**src/hw/stbc_regs.vh**
```
/*
  Register offsets, field positions, reset values and timing counts for the
  sensorless trapezoidal motor controller.
  Assumes a 100 MHz system clock and a classic Wishbone slave with 32-bit data.
*/
`ifndef STBC_REGS_VH
`define STBC_REGS_VH

// ----------------------------------------------------------------------------
// Register byte offsets
// ----------------------------------------------------------------------------
`define STBC_ADR_CTRL      8'h00
`define STBC_ADR_PERIOD    8'h04
`define STBC_ADR_DUTY_CMD  8'h08
`define STBC_ADR_CEIL      8'h0C
`define STBC_ADR_FLOOR     8'h10
`define STBC_ADR_ALIGN     8'h14
`define STBC_ADR_ALIGN_MAX 8'h18
`define STBC_ADR_THRESH    8'h1C
`define STBC_ADR_RAMP      8'h20
`define STBC_ADR_STATUS    8'h24
`define STBC_ADR_BUS_V     8'h28
`define STBC_ADR_TEMP      8'h2C
`define STBC_ADR_DUTY_APP  8'h30
`define STBC_ADR_EVENTS    8'h34

// ----------------------------------------------------------------------------
// Control fields
// ----------------------------------------------------------------------------
`define STBC_CTRL_RUN      0
`define STBC_CTRL_REF_LSB  1
`define STBC_CTRL_REF_MSB  2

// ----------------------------------------------------------------------------
// Reset values
// ----------------------------------------------------------------------------
`define STBC_PERIOD_RST    11'h4E3
`define STBC_CEIL_RST      11'h300
`define STBC_FLOOR_RST     11'h019
`define STBC_ALIGN_RST     11'h00D
`define STBC_ALIGN_MAX_RST 11'h032
`define STBC_THRESH_RST    16'h012C
`define STBC_RAMP_RST      16'h0050
`define STBC_BLANK_RST     16'h0032

// ----------------------------------------------------------------------------
// Timing
// ----------------------------------------------------------------------------
`define STBC_SYS_MHZ       100
`define STBC_TMR_MHZ       25
`define STBC_TMR_DIV       (`STBC_SYS_MHZ / `STBC_TMR_MHZ)
`define STBC_ADC_BITS      10
`define STBC_ADC_HALF      10'h200

`endif

```
**src/hw/stbc_top.v**
```verilog
/*
  Sensorless six-step brushless motor controller with edge-aligned PWM,
  open-loop start-up, back-EMF integration and cycle-by-cycle current limit.
  Assumes a 100 MHz clock, a classic Wishbone master, an external ADC that
  answers conversion requests with a done strobe, and a gate driver.
*/
// The implementer's own choices: the register offsets and the Wishbone slave port.
// What this block does
// - PWM defaults to 20 kHz, period programmable
// - Edge-aligned PWM, no dead band
// - Timer counts up, wraps at period, flags
// - Timer ticks at 25 MHz; period 1251
// - Duty command clamped to ceiling at each wrap
// - Applied duty raised to at least the floor at each closed-loop wrap
// - One winding conversion per PWM cycle
// - Samples are 10-bit codes
// - Integrate from half-bus crossing to threshold
// - Threshold is configurable integer
// - Threshold shifts commutation earlier or later
// - Open loop start then closed loop
// - First start duty is alignment duty
// - Alignment duty ramps to alignment limit
// - Overcurrent reference selectable among three levels
// - Comparator drives PWM fault input
// - Service tick per PWM cycle, conversion event
// - Channels 0 bus, 2 temp, 3-5 windings
// - High side pulses, low side held, third off
// - Back-EMF is phase minus half bus, negated on falling steps
// - Fault turns all gates off after a two-flop sync
`timescale 1ns/1ps
`default_nettype none
`include "stbc_regs.vh"
module stbc_top
(
  input  wire        clk_i,
  input  wire        rst_i,
  input  wire        wb_cyc_i,
  input  wire        wb_stb_i,
  input  wire        wb_we_i,
  input  wire [7:0]  wb_adr_i,
  input  wire [3:0]  wb_sel_i,
  input  wire [31:0] wb_dat_i,
  output reg  [31:0] wb_dat_o,
  output reg         wb_ack_o,
  input  wire        overcurrent_fault_input_i,
  input  wire        adc_done_i,
  input  wire [9:0]  adc_data_i,
  output reg         adc_start_o,
  output reg  [2:0]  adc_chan_o,
  output reg  [1:0]  comparator_reference_select_o,
  output reg  [2:0]  gate_hi_o,
  output reg  [2:0]  gate_lo_o,
  output reg         pwm_period_evt_o,
  output reg         adc_evt_o
);

  // --------------------------------------------------------------------------
  // States and constants
  // --------------------------------------------------------------------------
  localparam [1:0] ST_IDLE  = 2'b00;
  localparam [1:0] ST_ALIGN = 2'b01;
  localparam [1:0] ST_OPEN  = 2'b10;
  localparam [1:0] ST_CLOSE = 2'b11;
  localparam [2:0] CH_BUS   = 3'h0;
  localparam [2:0] CH_TEMP  = 3'h2;
  localparam [2:0] CH_W0    = 3'h3;

  function [10:0] clamp_duty;
    input [10:0] val;
    input [10:0] lo;
    input [10:0] hi;
    begin
      if (val > hi)
        clamp_duty = hi;
      else if (val < lo)
        clamp_duty = lo;
      else
        clamp_duty = val;
    end
  endfunction

  // --------------------------------------------------------------------------
  // Synchronisers
  // --------------------------------------------------------------------------
  reg        flt_s1_ff;
  reg        flt_s2_ff;
  reg        done_s1_ff;
  reg        done_s2_ff;
  reg        done_s3_ff;
  reg [9:0]  dat_s1_ff;
  reg [9:0]  dat_s2_ff;

  always @(posedge clk_i)
  begin
    if (rst_i)
    begin
      flt_s1_ff  <= 1'b0;
      flt_s2_ff  <= 1'b0;
      done_s1_ff <= 1'b0;
      done_s2_ff <= 1'b0;
      done_s3_ff <= 1'b0;
      dat_s1_ff  <= 10'h000;
      dat_s2_ff  <= 10'h000;
    end
    else
    begin
      flt_s1_ff  <= overcurrent_fault_input_i;
      flt_s2_ff  <= flt_s1_ff;
      done_s1_ff <= adc_done_i;
      done_s2_ff <= done_s1_ff;
      done_s3_ff <= done_s2_ff;
      dat_s1_ff  <= adc_data_i;
      dat_s2_ff  <= dat_s1_ff;
    end
  end

  wire done_rise = done_s2_ff & ~done_s3_ff;

  // --------------------------------------------------------------------------
  // Configuration registers
  // --------------------------------------------------------------------------
  reg        run_ff;
  reg [10:0] period_ff;
  reg [10:0] cmd_ff;
  reg [10:0] ceil_ff;
  reg [10:0] floor_ff;
  reg [10:0] align_ff;
  reg [10:0] align_max_ff;
  reg [15:0] thresh_ff;
  reg [15:0] ramp_ff;
  reg [15:0] blank_ff;
  reg [9:0]  bus_v_ff;
  reg [9:0]  temp_ff;
  reg [10:0] duty_ff;
  reg [1:0]  state_ff;
  reg [2:0]  step_ff;
  reg [15:0] ev_cnt_ff;
  reg [10:0] target_ff;

  wire wb_req = wb_cyc_i & wb_stb_i & ~wb_ack_o;
  wire wb_wr  = wb_req & wb_we_i & wb_sel_i[0];

  always @(posedge clk_i)
  begin
    if (rst_i)
    begin
      run_ff                        <= 1'b0;
      comparator_reference_select_o <= 2'b00;
      period_ff    <= `STBC_PERIOD_RST;
      cmd_ff       <= 11'h000;
      ceil_ff      <= `STBC_CEIL_RST;
      floor_ff     <= `STBC_FLOOR_RST;
      align_ff     <= `STBC_ALIGN_RST;
      align_max_ff <= `STBC_ALIGN_MAX_RST;
      thresh_ff    <= `STBC_THRESH_RST;
      ramp_ff      <= `STBC_RAMP_RST;
      blank_ff     <= `STBC_BLANK_RST;
      wb_ack_o     <= 1'b0;
      wb_dat_o     <= 32'h0000_0000;
    end
    else
    begin
      wb_ack_o <= wb_req;
      if (wb_wr)
      begin
        case (wb_adr_i)
          `STBC_ADR_CTRL:
          begin
            run_ff <= wb_dat_i[`STBC_CTRL_RUN];
            // Code 2'b11 is not a level, so it falls back to the lowest one.
            comparator_reference_select_o <=
              (wb_dat_i[`STBC_CTRL_REF_MSB:`STBC_CTRL_REF_LSB] == 2'b11) ? 2'b00 :
              wb_dat_i[`STBC_CTRL_REF_MSB:`STBC_CTRL_REF_LSB];
          end
          `STBC_ADR_PERIOD:    period_ff    <= wb_dat_i[10:0];
          `STBC_ADR_DUTY_CMD:  cmd_ff       <= wb_dat_i[10:0];
          `STBC_ADR_CEIL:      ceil_ff      <= wb_dat_i[10:0];
          `STBC_ADR_FLOOR:     floor_ff     <= wb_dat_i[10:0];
          `STBC_ADR_ALIGN:     align_ff     <= wb_dat_i[10:0];
          `STBC_ADR_ALIGN_MAX: align_max_ff <= wb_dat_i[10:0];
          `STBC_ADR_THRESH:    thresh_ff    <= wb_dat_i[15:0];
          `STBC_ADR_RAMP:
          begin
            ramp_ff  <= wb_dat_i[15:0];
            blank_ff <= wb_dat_i[31:16];
          end
          default:
          begin
          end
        endcase
      end
      if (wb_req && !wb_we_i)
      begin
        case (wb_adr_i)
          `STBC_ADR_CTRL:      wb_dat_o <= {29'h0, comparator_reference_select_o, run_ff};
          `STBC_ADR_PERIOD:    wb_dat_o <= {21'h0, period_ff};
          `STBC_ADR_DUTY_CMD:  wb_dat_o <= {21'h0, cmd_ff};
          `STBC_ADR_CEIL:      wb_dat_o <= {21'h0, ceil_ff};
          `STBC_ADR_FLOOR:     wb_dat_o <= {21'h0, floor_ff};
          `STBC_ADR_ALIGN:     wb_dat_o <= {21'h0, align_ff};
          `STBC_ADR_ALIGN_MAX: wb_dat_o <= {21'h0, align_max_ff};
          `STBC_ADR_THRESH:    wb_dat_o <= {16'h0, thresh_ff};
          `STBC_ADR_RAMP:      wb_dat_o <= {blank_ff, ramp_ff};
          `STBC_ADR_STATUS:    wb_dat_o <= {24'h0, flt_s2_ff, step_ff, 2'b00, state_ff};
          `STBC_ADR_BUS_V:     wb_dat_o <= {22'h0, bus_v_ff};
          `STBC_ADR_TEMP:      wb_dat_o <= {22'h0, temp_ff};
          `STBC_ADR_DUTY_APP:  wb_dat_o <= {21'h0, duty_ff};
          `STBC_ADR_EVENTS:    wb_dat_o <= {16'h0, ev_cnt_ff};
          default:             wb_dat_o <= 32'h0000_0000;
        endcase
      end
    end
  end

  // --------------------------------------------------------------------------
  // PWM timer
  // --------------------------------------------------------------------------
  reg [1:0]  div_ff;
  reg [10:0] cnt_ff;
  wire       tmr_en = (div_ff == 2'b11);
  wire       wrap   = tmr_en & (cnt_ff >= period_ff);

  always @(posedge clk_i)
  begin
    if (rst_i)
    begin
      div_ff           <= 2'b00;
      cnt_ff           <= 11'h000;
      pwm_period_evt_o <= 1'b0;
    end
    else
    begin
      div_ff           <= div_ff + 2'b01;
      pwm_period_evt_o <= wrap;
      if (tmr_en)
        cnt_ff <= wrap ? 11'h000 : cnt_ff + 11'h001;
    end
  end

  // --------------------------------------------------------------------------
  // Start-up sequencer and duty
  // --------------------------------------------------------------------------
  reg  [15:0] tmr_ff;
  wire        int_hit;
  wire        int_armed;
  wire [15:0] int_acc;
  reg         smp_ff;
  wire        commutate_open = (state_ff == ST_OPEN) && wrap && (tmr_ff >= ramp_ff);
  wire        commutate      = commutate_open || ((state_ff == ST_CLOSE) && int_hit);

  always @(posedge clk_i)
  begin
    if (rst_i || !run_ff)
    begin
      state_ff  <= ST_IDLE;
      step_ff   <= 3'h0;
      tmr_ff    <= 16'h0000;
      duty_ff   <= 11'h000;
      target_ff <= 11'h000;
      ev_cnt_ff <= 16'h0000;
    end
    else if (wrap)
    begin
      target_ff <= (cmd_ff > ceil_ff) ? ceil_ff : cmd_ff;
      tmr_ff    <= tmr_ff + 16'h0001;
      // A closed-loop hit that lands on the wrap must still advance the step.
      if (commutate)
      begin
        step_ff   <= (step_ff == 3'h5) ? 3'h0 : step_ff + 3'h1;
        ev_cnt_ff <= ev_cnt_ff + 16'h0001;
      end
      case (state_ff)
        ST_IDLE:
        begin
          state_ff <= ST_ALIGN;
          duty_ff  <= align_ff;
          tmr_ff   <= 16'h0000;
        end
        ST_ALIGN:
          if (tmr_ff >= ramp_ff)
          begin
            tmr_ff <= 16'h0000;
            if (duty_ff >= align_max_ff)
              state_ff <= ST_OPEN;
            else
              duty_ff <= duty_ff + 11'h001;
          end
        ST_OPEN:
          if (commutate)
          begin
            tmr_ff <= 16'h0000;
            if (ev_cnt_ff >= blank_ff)
              state_ff <= ST_CLOSE;
          end
        ST_CLOSE:
          duty_ff <= clamp_duty(target_ff, floor_ff, ceil_ff);
        default:
          state_ff <= ST_IDLE;
      endcase
    end
    else if (commutate && state_ff == ST_CLOSE)
    begin
      step_ff   <= (step_ff == 3'h5) ? 3'h0 : step_ff + 3'h1;
      ev_cnt_ff <= ev_cnt_ff + 16'h0001;
    end
  end

  // --------------------------------------------------------------------------
  // Conversion sequence: bus, temperature, then floating winding
  // --------------------------------------------------------------------------
  reg [1:0] seq_ff;
  reg [9:0] phase_ff;
  wire [1:0] float_leg = (step_ff == 3'h0 || step_ff == 3'h3) ? 2'd1 :
                         (step_ff == 3'h1 || step_ff == 3'h4) ? 2'd0 : 2'd2;

  always @(posedge clk_i)
  begin
    if (rst_i)
    begin
      seq_ff      <= 2'b00;
      adc_start_o <= 1'b0;
      adc_chan_o  <= CH_BUS;
      adc_evt_o   <= 1'b0;
      bus_v_ff    <= 10'h000;
      temp_ff     <= 10'h000;
      phase_ff    <= 10'h000;
      smp_ff      <= 1'b0;
    end
    else
    begin
      adc_start_o <= 1'b0;
      adc_evt_o   <= done_rise;
      smp_ff      <= 1'b0;
      // Sampling is launched mid on-time so the winding has settled.
      if (tmr_en && cnt_ff == {1'b0, duty_ff[10:1]} && seq_ff == 2'b00)
      begin
        adc_start_o <= 1'b1;
        adc_chan_o  <= CH_BUS;
        seq_ff      <= 2'b01;
      end
      else if (done_rise)
      begin
        case (seq_ff)
          2'b01:
          begin
            bus_v_ff    <= dat_s2_ff;
            adc_chan_o  <= CH_TEMP;
            adc_start_o <= 1'b1;
            seq_ff      <= 2'b10;
          end
          2'b10:
          begin
            temp_ff     <= dat_s2_ff;
            adc_chan_o  <= CH_W0 + {1'b0, float_leg};
            adc_start_o <= 1'b1;
            seq_ff      <= 2'b11;
          end
          2'b11:
          begin
            phase_ff <= dat_s2_ff;
            smp_ff   <= 1'b1;
            seq_ff   <= 2'b00;
          end
          default:
            seq_ff <= 2'b00;
        endcase
      end
    end
  end

  stbc_integrator u_int
  (
    .clk_i      (clk_i),
    .rst_i      (rst_i),
    .clr_i      (commutate || state_ff != ST_CLOSE),
    .smp_i      (smp_ff),
    .rising_i   (~step_ff[0]),
    .phase_i    (phase_ff),
    .half_bus_i ({1'b0, bus_v_ff[9:1]}),
    .thresh_i   (thresh_ff),
    .armed_ff   (int_armed),
    .acc_ff     (int_acc),
    .hit_ff     (int_hit)
  );

  // --------------------------------------------------------------------------
  // Gate outputs
  // --------------------------------------------------------------------------
  reg [1:0] hi_leg;
  reg [1:0] lo_leg;
  wire      pwm_on = (cnt_ff < duty_ff) && (state_ff != ST_IDLE);

  always @*
  begin
    case (step_ff)
      3'h0:    begin hi_leg = 2'd0; lo_leg = 2'd2; end
      3'h1:    begin hi_leg = 2'd1; lo_leg = 2'd2; end
      3'h2:    begin hi_leg = 2'd1; lo_leg = 2'd0; end
      3'h3:    begin hi_leg = 2'd2; lo_leg = 2'd0; end
      3'h4:    begin hi_leg = 2'd2; lo_leg = 2'd1; end
      default: begin hi_leg = 2'd0; lo_leg = 2'd1; end
    endcase
  end

  always @(posedge clk_i)
  begin
    if (rst_i || flt_s2_ff)
    begin
      gate_hi_o <= 3'b000;
      gate_lo_o <= 3'b000;
    end
    else
    begin
      gate_hi_o <= pwm_on ? (3'b001 << hi_leg) : 3'b000;
      gate_lo_o <= (state_ff != ST_IDLE) ? (3'b001 << lo_leg) : 3'b000;
    end
  end

endmodule
`default_nettype wire

```
**src/hw/stbc_integrator.v**
```verilog
/*
  Back-EMF integrator for the floating phase.
  Assumes samples arrive once per PWM cycle as 10-bit codes with a strobe.
*/
`timescale 1ns/1ps
`default_nettype none
module stbc_integrator
(
  input  wire        clk_i,
  input  wire        rst_i,
  input  wire        clr_i,
  input  wire        smp_i,
  input  wire        rising_i,
  input  wire [9:0]  phase_i,
  input  wire [9:0]  half_bus_i,
  input  wire [15:0] thresh_i,
  output reg         armed_ff,
  output reg  [15:0] acc_ff,
  output reg         hit_ff
);

  wire [10:0] diff_up  = {1'b0, phase_i} - {1'b0, half_bus_i};
  wire [10:0] diff_dn  = {1'b0, half_bus_i} - {1'b0, phase_i};
  wire [10:0] emf      = rising_i ? diff_up : diff_dn;
  wire        crossed  = ~emf[10];
  // A sample back below the centre tap adds nothing, so it cannot wrap the sum.
  wire [9:0]  emf_pos  = crossed ? emf[9:0] : 10'h000;
  wire [16:0] sum      = {1'b0, acc_ff} + {7'h00, emf_pos};

  always @(posedge clk_i)
  begin
    if (rst_i || clr_i)
    begin
      armed_ff <= 1'b0;
      acc_ff   <= 16'h0000;
      hit_ff   <= 1'b0;
    end
    else
    begin
      hit_ff <= 1'b0;
      if (smp_i)
      begin
        if (!armed_ff && crossed)
          armed_ff <= 1'b1;
        if (armed_ff || crossed)
        begin
          acc_ff <= sum[16] ? 16'hFFFF : sum[15:0];
          if (sum >= {1'b0, thresh_i})
            hit_ff <= 1'b1;
        end
      end
    end
  end

endmodule
`default_nettype wire

```
**config.mk**
```make
export PLATFORM = sky130hd
export DESIGN_NAME = stbc_top
export DESIGN_NICKNAME = d
export VERILOG_FILES = /design/src/hw/stbc_top.v /design/src/hw/stbc_integrator.v
export VERILOG_INCLUDE_DIRS = /design/src /design/src/hw
export SDC_FILE = /design/constraint.sdc
export NUM_CORES = 1
export LEC_CHECK = 0
export BUFFER_PORTS_ARGS = -buffer_cell sky130_fd_sc_hd__buf_4
export CAP_MARGIN = 5
export CORE_AREA = 2 2 190 192
export CTS_CLUSTER_DIAMETER = 40
export DETAILED_ROUTE_END_ITERATION = 16
export DIE_AREA = 0 0 192 194
export PLACE_DENSITY = 0.67
export SLEW_MARGIN = 5
export SYNTH_ARGS = -nofsm -noshare
export SYNTH_HDL_FRONTEND = slang
export SYNTH_HIERARCHICAL = 1
export SYNTH_SLANG_ARGS = --single-unit
```
**constraint.sdc**
```tcl
create_clock -name clk_i -period 10.45 [get_ports clk_i]
set_input_delay 0.5225 -clock clk_i [delete_from_list [all_inputs] [get_ports clk_i]]
set_output_delay 0.5225 -clock clk_i [all_outputs]
set_load 0.01 [all_outputs]
```
* Word-level counts from Yosys, hierarchy flattened
Index checks and enable logic that the tools add are counted.
Cells by class: add/subtract/negate cells 10, order comparisons 9, equality and inequality tests 34, shift operators 2, mux-type cells 40, bitwise gates (word level) 15, reduce and logical (&&, ||, !) cells 58
Operator list (number):
- $pmux 32 s14 | 1
- $mux 16 | 6
- $mux 11 | 7
- $eq 8x6->1 const B | 6
- $pmux 16 s3 | 1
- $pmux 11 s3 | 1
- $add 16x1->16 const B | 2
- $eq 8x5->1 const B | 4
- $ge 16x16->1 | 2
- $reduce_and 2->1 | 13
- $add 11x1->11 const B | 2
- $ge 11x11->1 | 2
- $gt 11x11->1 | 2
- $lt 11x11->1 | 2
- $add 16x10->17 | 1
- $ge 17x16->1 | 1
- $eq 8x4->1 const B | 2
- $reduce_or 2->1 | 8
- $mux 2 | 7
- $eq 2x2->1 const B | 6
- $mux 3 | 4
- $pmux 2 s2 | 3
- $eq 11x10->1 | 1
- $sub 10x9->11 | 1
- other kinds (30) | 83
Word-level totals: flip-flop bits (word level) 310, bits of input ports 61, output and inout port bits 47, logic and storage cells 211

* Longest topological paths before layout
depth in word-level cells 8, mapped depth 25

* Modules after synthesis
The synthesis kept the hierarchy.
By module, submodules not included:
- stbc_top | instances 1, cells an instance 1754, area each 14694.1 sq um
- stbc_integrator | instances 1, cells an instance 337, area each 2662.6 sq um

* Least setup slack after synthesis
Ideal clock, no wire load.
path type reg-to-reg, from register bus_v_ff[1], to register u_int.hit_ff, arrival 4422 ps, required time 10312 ps, path slack 5890 ps, stages on the path, launching flop included 24, path buffers 2, cell sequence dfxtp_1 -> ha_1 -> inv_1 -> fa_1 -> a21o_1 -> a211oi_1 -> o31a_2 -> o21a_1 -> buf_2 -> nor2_1 -> ha_1 -> fa_1 -> a21o_1 -> a221oi_2 -> o31a_1 -> buf_6 -> xnor2_1 -> ha_1 -> a21o_1 -> a21o_1 -> a21oi_1 -> nand2_1 -> o21ai_0 -> a311oi_1
On the way: word-level cells in the longest chain between the ends 6
RTL lines:
- start: declaration | RTL line stbc_top.v:132 | reg [9:0] bus_v_ff;
- start signal: assignment | RTL line stbc_top.v:346 | bus_v_ff <= dat_s2_ff;
- $sub 10x9->11 or $sub 9x10->11 (tied branches) | RTL line stbc_integrator.v:22, stbc_integrator.v:23
- $mux 11 * | RTL line stbc_integrator.v:24 | wire [10:0] emf = rising_i ? diff_up : diff_dn;
- $mux 10 or $not 1->1 (tied branches) | RTL line stbc_integrator.v:27, stbc_integrator.v:25
- $add 16x10->17 or $logic_or 1x1->1 (tied branches) | RTL line stbc_integrator.v:28, stbc_integrator.v:45
- $ge 17x16->1 or $not 1->1 (tied branches)
- $mux 1 or $reduce_or 3->1 (tied branches)
- end signal: assignment | RTL line stbc_integrator.v:36 | hit_ff <= 1'b0;
- end signal: assignment | RTL line stbc_integrator.v:40 | hit_ff <= 1'b0;
- end signal: assignment | RTL line stbc_integrator.v:49 | hit_ff <= 1'b1;
- end: declaration | RTL line stbc_integrator.v:19 | output reg hit_ff
Mark *: on every way between the ends. The rest lies on a longest branch, timed or not. A chain may end at the register's enable or synchronous reset.

* Worst setup path in the final report
from register step_ff[0], to register u_int.hit_ff
On the way: word-level cells in the longest chain between the ends 5
RTL lines:
- start: declaration | RTL line stbc_top.v:136 | reg [2:0] step_ff;
- start signal: assignment | RTL line stbc_top.v:269 | step_ff <= (step_ff == 3'h5) ? 3'h0 : step_ff + 3'h1;
- start signal: assignment | RTL line stbc_top.v:303 | step_ff <= (step_ff == 3'h5) ? 3'h0 : step_ff + 3'h1;
- $mux 11 * | RTL line stbc_integrator.v:24
- $mux 10 or $not 1->1 (tied branches) | RTL line stbc_integrator.v:27, stbc_integrator.v:25
- $add 16x10->17 or $logic_or 1x1->1 (tied branches) | RTL line stbc_integrator.v:28, stbc_integrator.v:45
- $ge 17x16->1 or $not 1->1 (tied branches)
- $mux 1 or $reduce_or 3->1 (tied branches)
Marks and branches as above.

==> metrics.md <==
| Metric | Value |
|---|---|
| # IOs | 108 |
| Seq/Total Area, Yosys | 0.358 |
| CTS tree | done |
| Yosys top cell area share | 0.358 |
| P_leak | 8.33 nW |
| Vias after detailed routing | 15700 |
| Rows | 69 |
| Run status | completed |
| Worst Path Arrival | 5.80 ns |
| Post-CTS sizing | 0 |
| Std-Cell Core Area | 35200 um2 |
| Layout cells sized above 1 | 0.115 |
| Clock slew seen by the registers of the worst setup and hold paths | 0.06 ns |
| Multi-input logic area | 10100 um2 |
| Die W | 192 um |
| Dominant synthesized flop cell | dfxtp_1 |
| Worst-skew pair later-pin latency | 0.56 ns |
| # fillers | 3202 |
| Gr usage total | 0.286 |
| Final routed DRC violation total | 0 |
| Nets@finish | 2366 |
| Mean post-synth cell area | 8.30 um2 |
| Mapped Area | 17400 um2 |
| Hold Violations, Final | 0 |
| TNS Setup | 0 ns |
| Pre-antenna DRT Iters | 6 |
| Max-slew violations | 0 |
| Unrepaired setup endpoints after global routing | no |
| Post-synthesis xor/xnor area fraction | 0.0378 |
| Postcts setup bufs | 0 |
| P per Cell Area | 149 nW/um2 |
| Cell taking the most area after synthesis | dfxtp_1 |
| Initial antenna violation count | 0 |
| CTS Hold Buffers Added | 0 |
| Clock root cell | clkbuf_16 |
| Setup CP Type | reg -> reg |
| CP Capture Type | flop |
| Distinct cells, synth | 82 |
| Worst IR Drop VDD | 114 uV |
| Clock sinks | 310 |
| Synthesis-to-layout area growth | 15.3% |
| Grt ovf | 0 |
| DR iter-0 viols | 1543 |
| Async S/R FF share, synth | 0 |
| Bufs on Longest Clock Path | 3 |
| Synth Area in Adders | 0.118 |
| Skew final | 0.0137 ns |
| Ant diodes | 0 |
| Mux contribution to synthesized area | 0.0362 |
| Port-buffer cells | 104 |
| Worst Path Max Fanout | 19 |
| Final setup fails | 0 |
| Type of origin of the critical path | flop |
| Cells after Synth | 2091 |
| Largest family of logic cells by synthesized area | compound AO/OA/AOI/OAI gates |
| Worst Tran Pin Value | 1.26 ns |
| Fin crit period | 5.38 ns |
| Post-synthesis register bit count | 310 |
| Register area | 6210 um2 |
| Routed wire length | 54300 um |
| Slew margin rel. | 0.160 |
| Routability cong. | 1.01 |
| Post-synth EDFFs | 0 |
| Post-DRT Antenna Nets | 0 |
| Tcrit/Tclk final | 0.515 |
| # H-tree levels | 2 |
| Max cap viols | 0 |
| Syn. warnings | 6 |
| Max Fclk | 186 MHz |
| Vias in the first global route | 14900 |
| Largest net degree at the start of global routing | 86 |
| Hold Crit Class | in -> reg |
| DR vias/cell | 5.93 |
| Simple-Gate Fraction of Synth Area | 0.192 |
| Fin cells | 2641 |
| Global-route wire length before repair | 83000 um |
| Hpwl dp | 39100 um |
| Required time worst endpoint | 10.87 ns |
| Synth Area in Compound Gates | 0.194 |
| WL per Instance | 20.6 um |
| Placed instance count | 2554 |
| Largest cells by area after synthesis | dfxtp_1 (36%), ha_1 (11%), nand2_1 (6.6%) |
| Total CTS buffers | 48 |
| Initial core utilization | 0.493 |
| Die Span Y | 194 um |
| Total Die Area | 37200 um2 |
## cell usage after synthesis, drive strengths merged (22+ instances only)
| master | instances |
|---|---|
| a21oi | 217 |
| nor2b | 40 |
| o211ai | 24 |
| xnor2 | 25 |
| a211oi | 22 |
| ha | 159 |
| nand2 | 307 |
| a221oi | 31 |
| clkbuf | 69 |
| buf | 50 |
| dfxtp | 310 |
| nor2 | 166 |
| nand4 | 28 |
| nand3 | 64 |
| o21ai | 54 |
| a21o | 27 |
| xor2 | 50 |
| mux2i | 59 |
| inv | 150 |
## where the power goes
part	internal [mW]	total (mW)	leakage (nW)	switching, mW
sequential	1.19	1.19	2.50	0.00400
combinational	0.0293	0.0852	5.01	0.0559
clock	1.07	1.70	0.822	0.633
total	2.28	2.98	8.33	0.693
## placed cells by master (no fill, tap or decap), drive strengths merged, types with 22 or more instances in the layout
master	n
xnor2	25
xor2	50
nand3	64
o211ai	24
mux2i	59
clkbuf	57
ha	159
dfxtp	310
buf	120
nor2	166
o21ai	54
a21oi	217
a221oi	31
nor2b	40
a211oi	22
inv	164
nand4	28
a21o	27
nand2	307
## state kept, by name, indices dropped and copies added, names as in the netlist, 16 cells and up
name	cells
wb_dat_o	32
blank_ff	16
ev_cnt_ff	16
ramp_ff	16
thresh_ff	16
tmr_ff	16
u_int/acc_ff	16
## layer usage
| metal | GRT usage | part of all wire | vias up |
|---|---|---|---|
| met3 | 0.0454 | 0.077 | 163 |
| met2 | 0.452 | 0.45 | 640 |
| met5 | 0 | 0 | - |
| met1 | 0.380 | 0.43 | 7390 |
| li1 | - | - | 7460 |
| met4 | 0.139 | 0.051 | 0 |
## area by class of cell
class / instances / area share
inverters: 150 / 0.0281
repair buffers: 120 / 0.0452
well taps: 461 / 0.0288
clock inverters: 30 / 0.0196
multi-input cells: 1513 / 0.502
clock buffers: 57 / 0.0658
flip-flops and latches: 310 / 0.310
## metrics by stage
stage	worst slack (ns)	hold WS [ns]	util	cell area, um2	power, mW
floorplan	5.89	0.390	-	17400	1.26
global placement	5.15	0.400	0.520	18300	1.30
detailed placement	5.08	0.411	0.520	18300	1.30
CTS	5.08	0.162	0.568	20000	2.99
global route	4.71	0.170	0.568	20000	3.05
finish	5.07	0.175	0.568	20000	2.98
## final timing paths
kind	start	cells past startpoint	slack, ns	end
hold reg to reg	div_ff[0]	1	0.42	div_ff[0]
hold / removal	adc_data_i[8]	2	0.17	dat_s1_ff[8]
setup reg to reg	step_ff[0]	19	5.07	u_int/hit_ff
setup / recovery	step_ff[0]	19	5.07	u_int/hit_ff
## cell families (layout without fill, tap and decap cells)
group | Yosys count | after routing
simple gates | 704 | 704
compound gates | 508 | 508
flops | 310 | 310
buf+inv | 269 | 357
fa+ha+maj | 162 | 162
xor+xnor | 75 | 75
mux | 62 | 62
other cells | 1 | 2
## critical path: stages (launching register included)
cell and delay, ns:
dfxtp_1 0.57, inv_1 0.43, mux2_4 0.42, a221oi_2 0.26
o31a_2 0.26, o21a_1 0.34, nor2_1 0.11, ha_1 0.24
fa_1 0.41, a21o_1 0.20, a221oi_2 0.33, o31a_1 0.40
xnor2_1 0.17, ha_1 0.27, a21o_1 0.17, a21o_1 0.17
a21oi_1 0.17, nand2_1 0.06, o21ai_0 0.14, a311oi_1 0.10
Power figures use the tool's default switching activity.
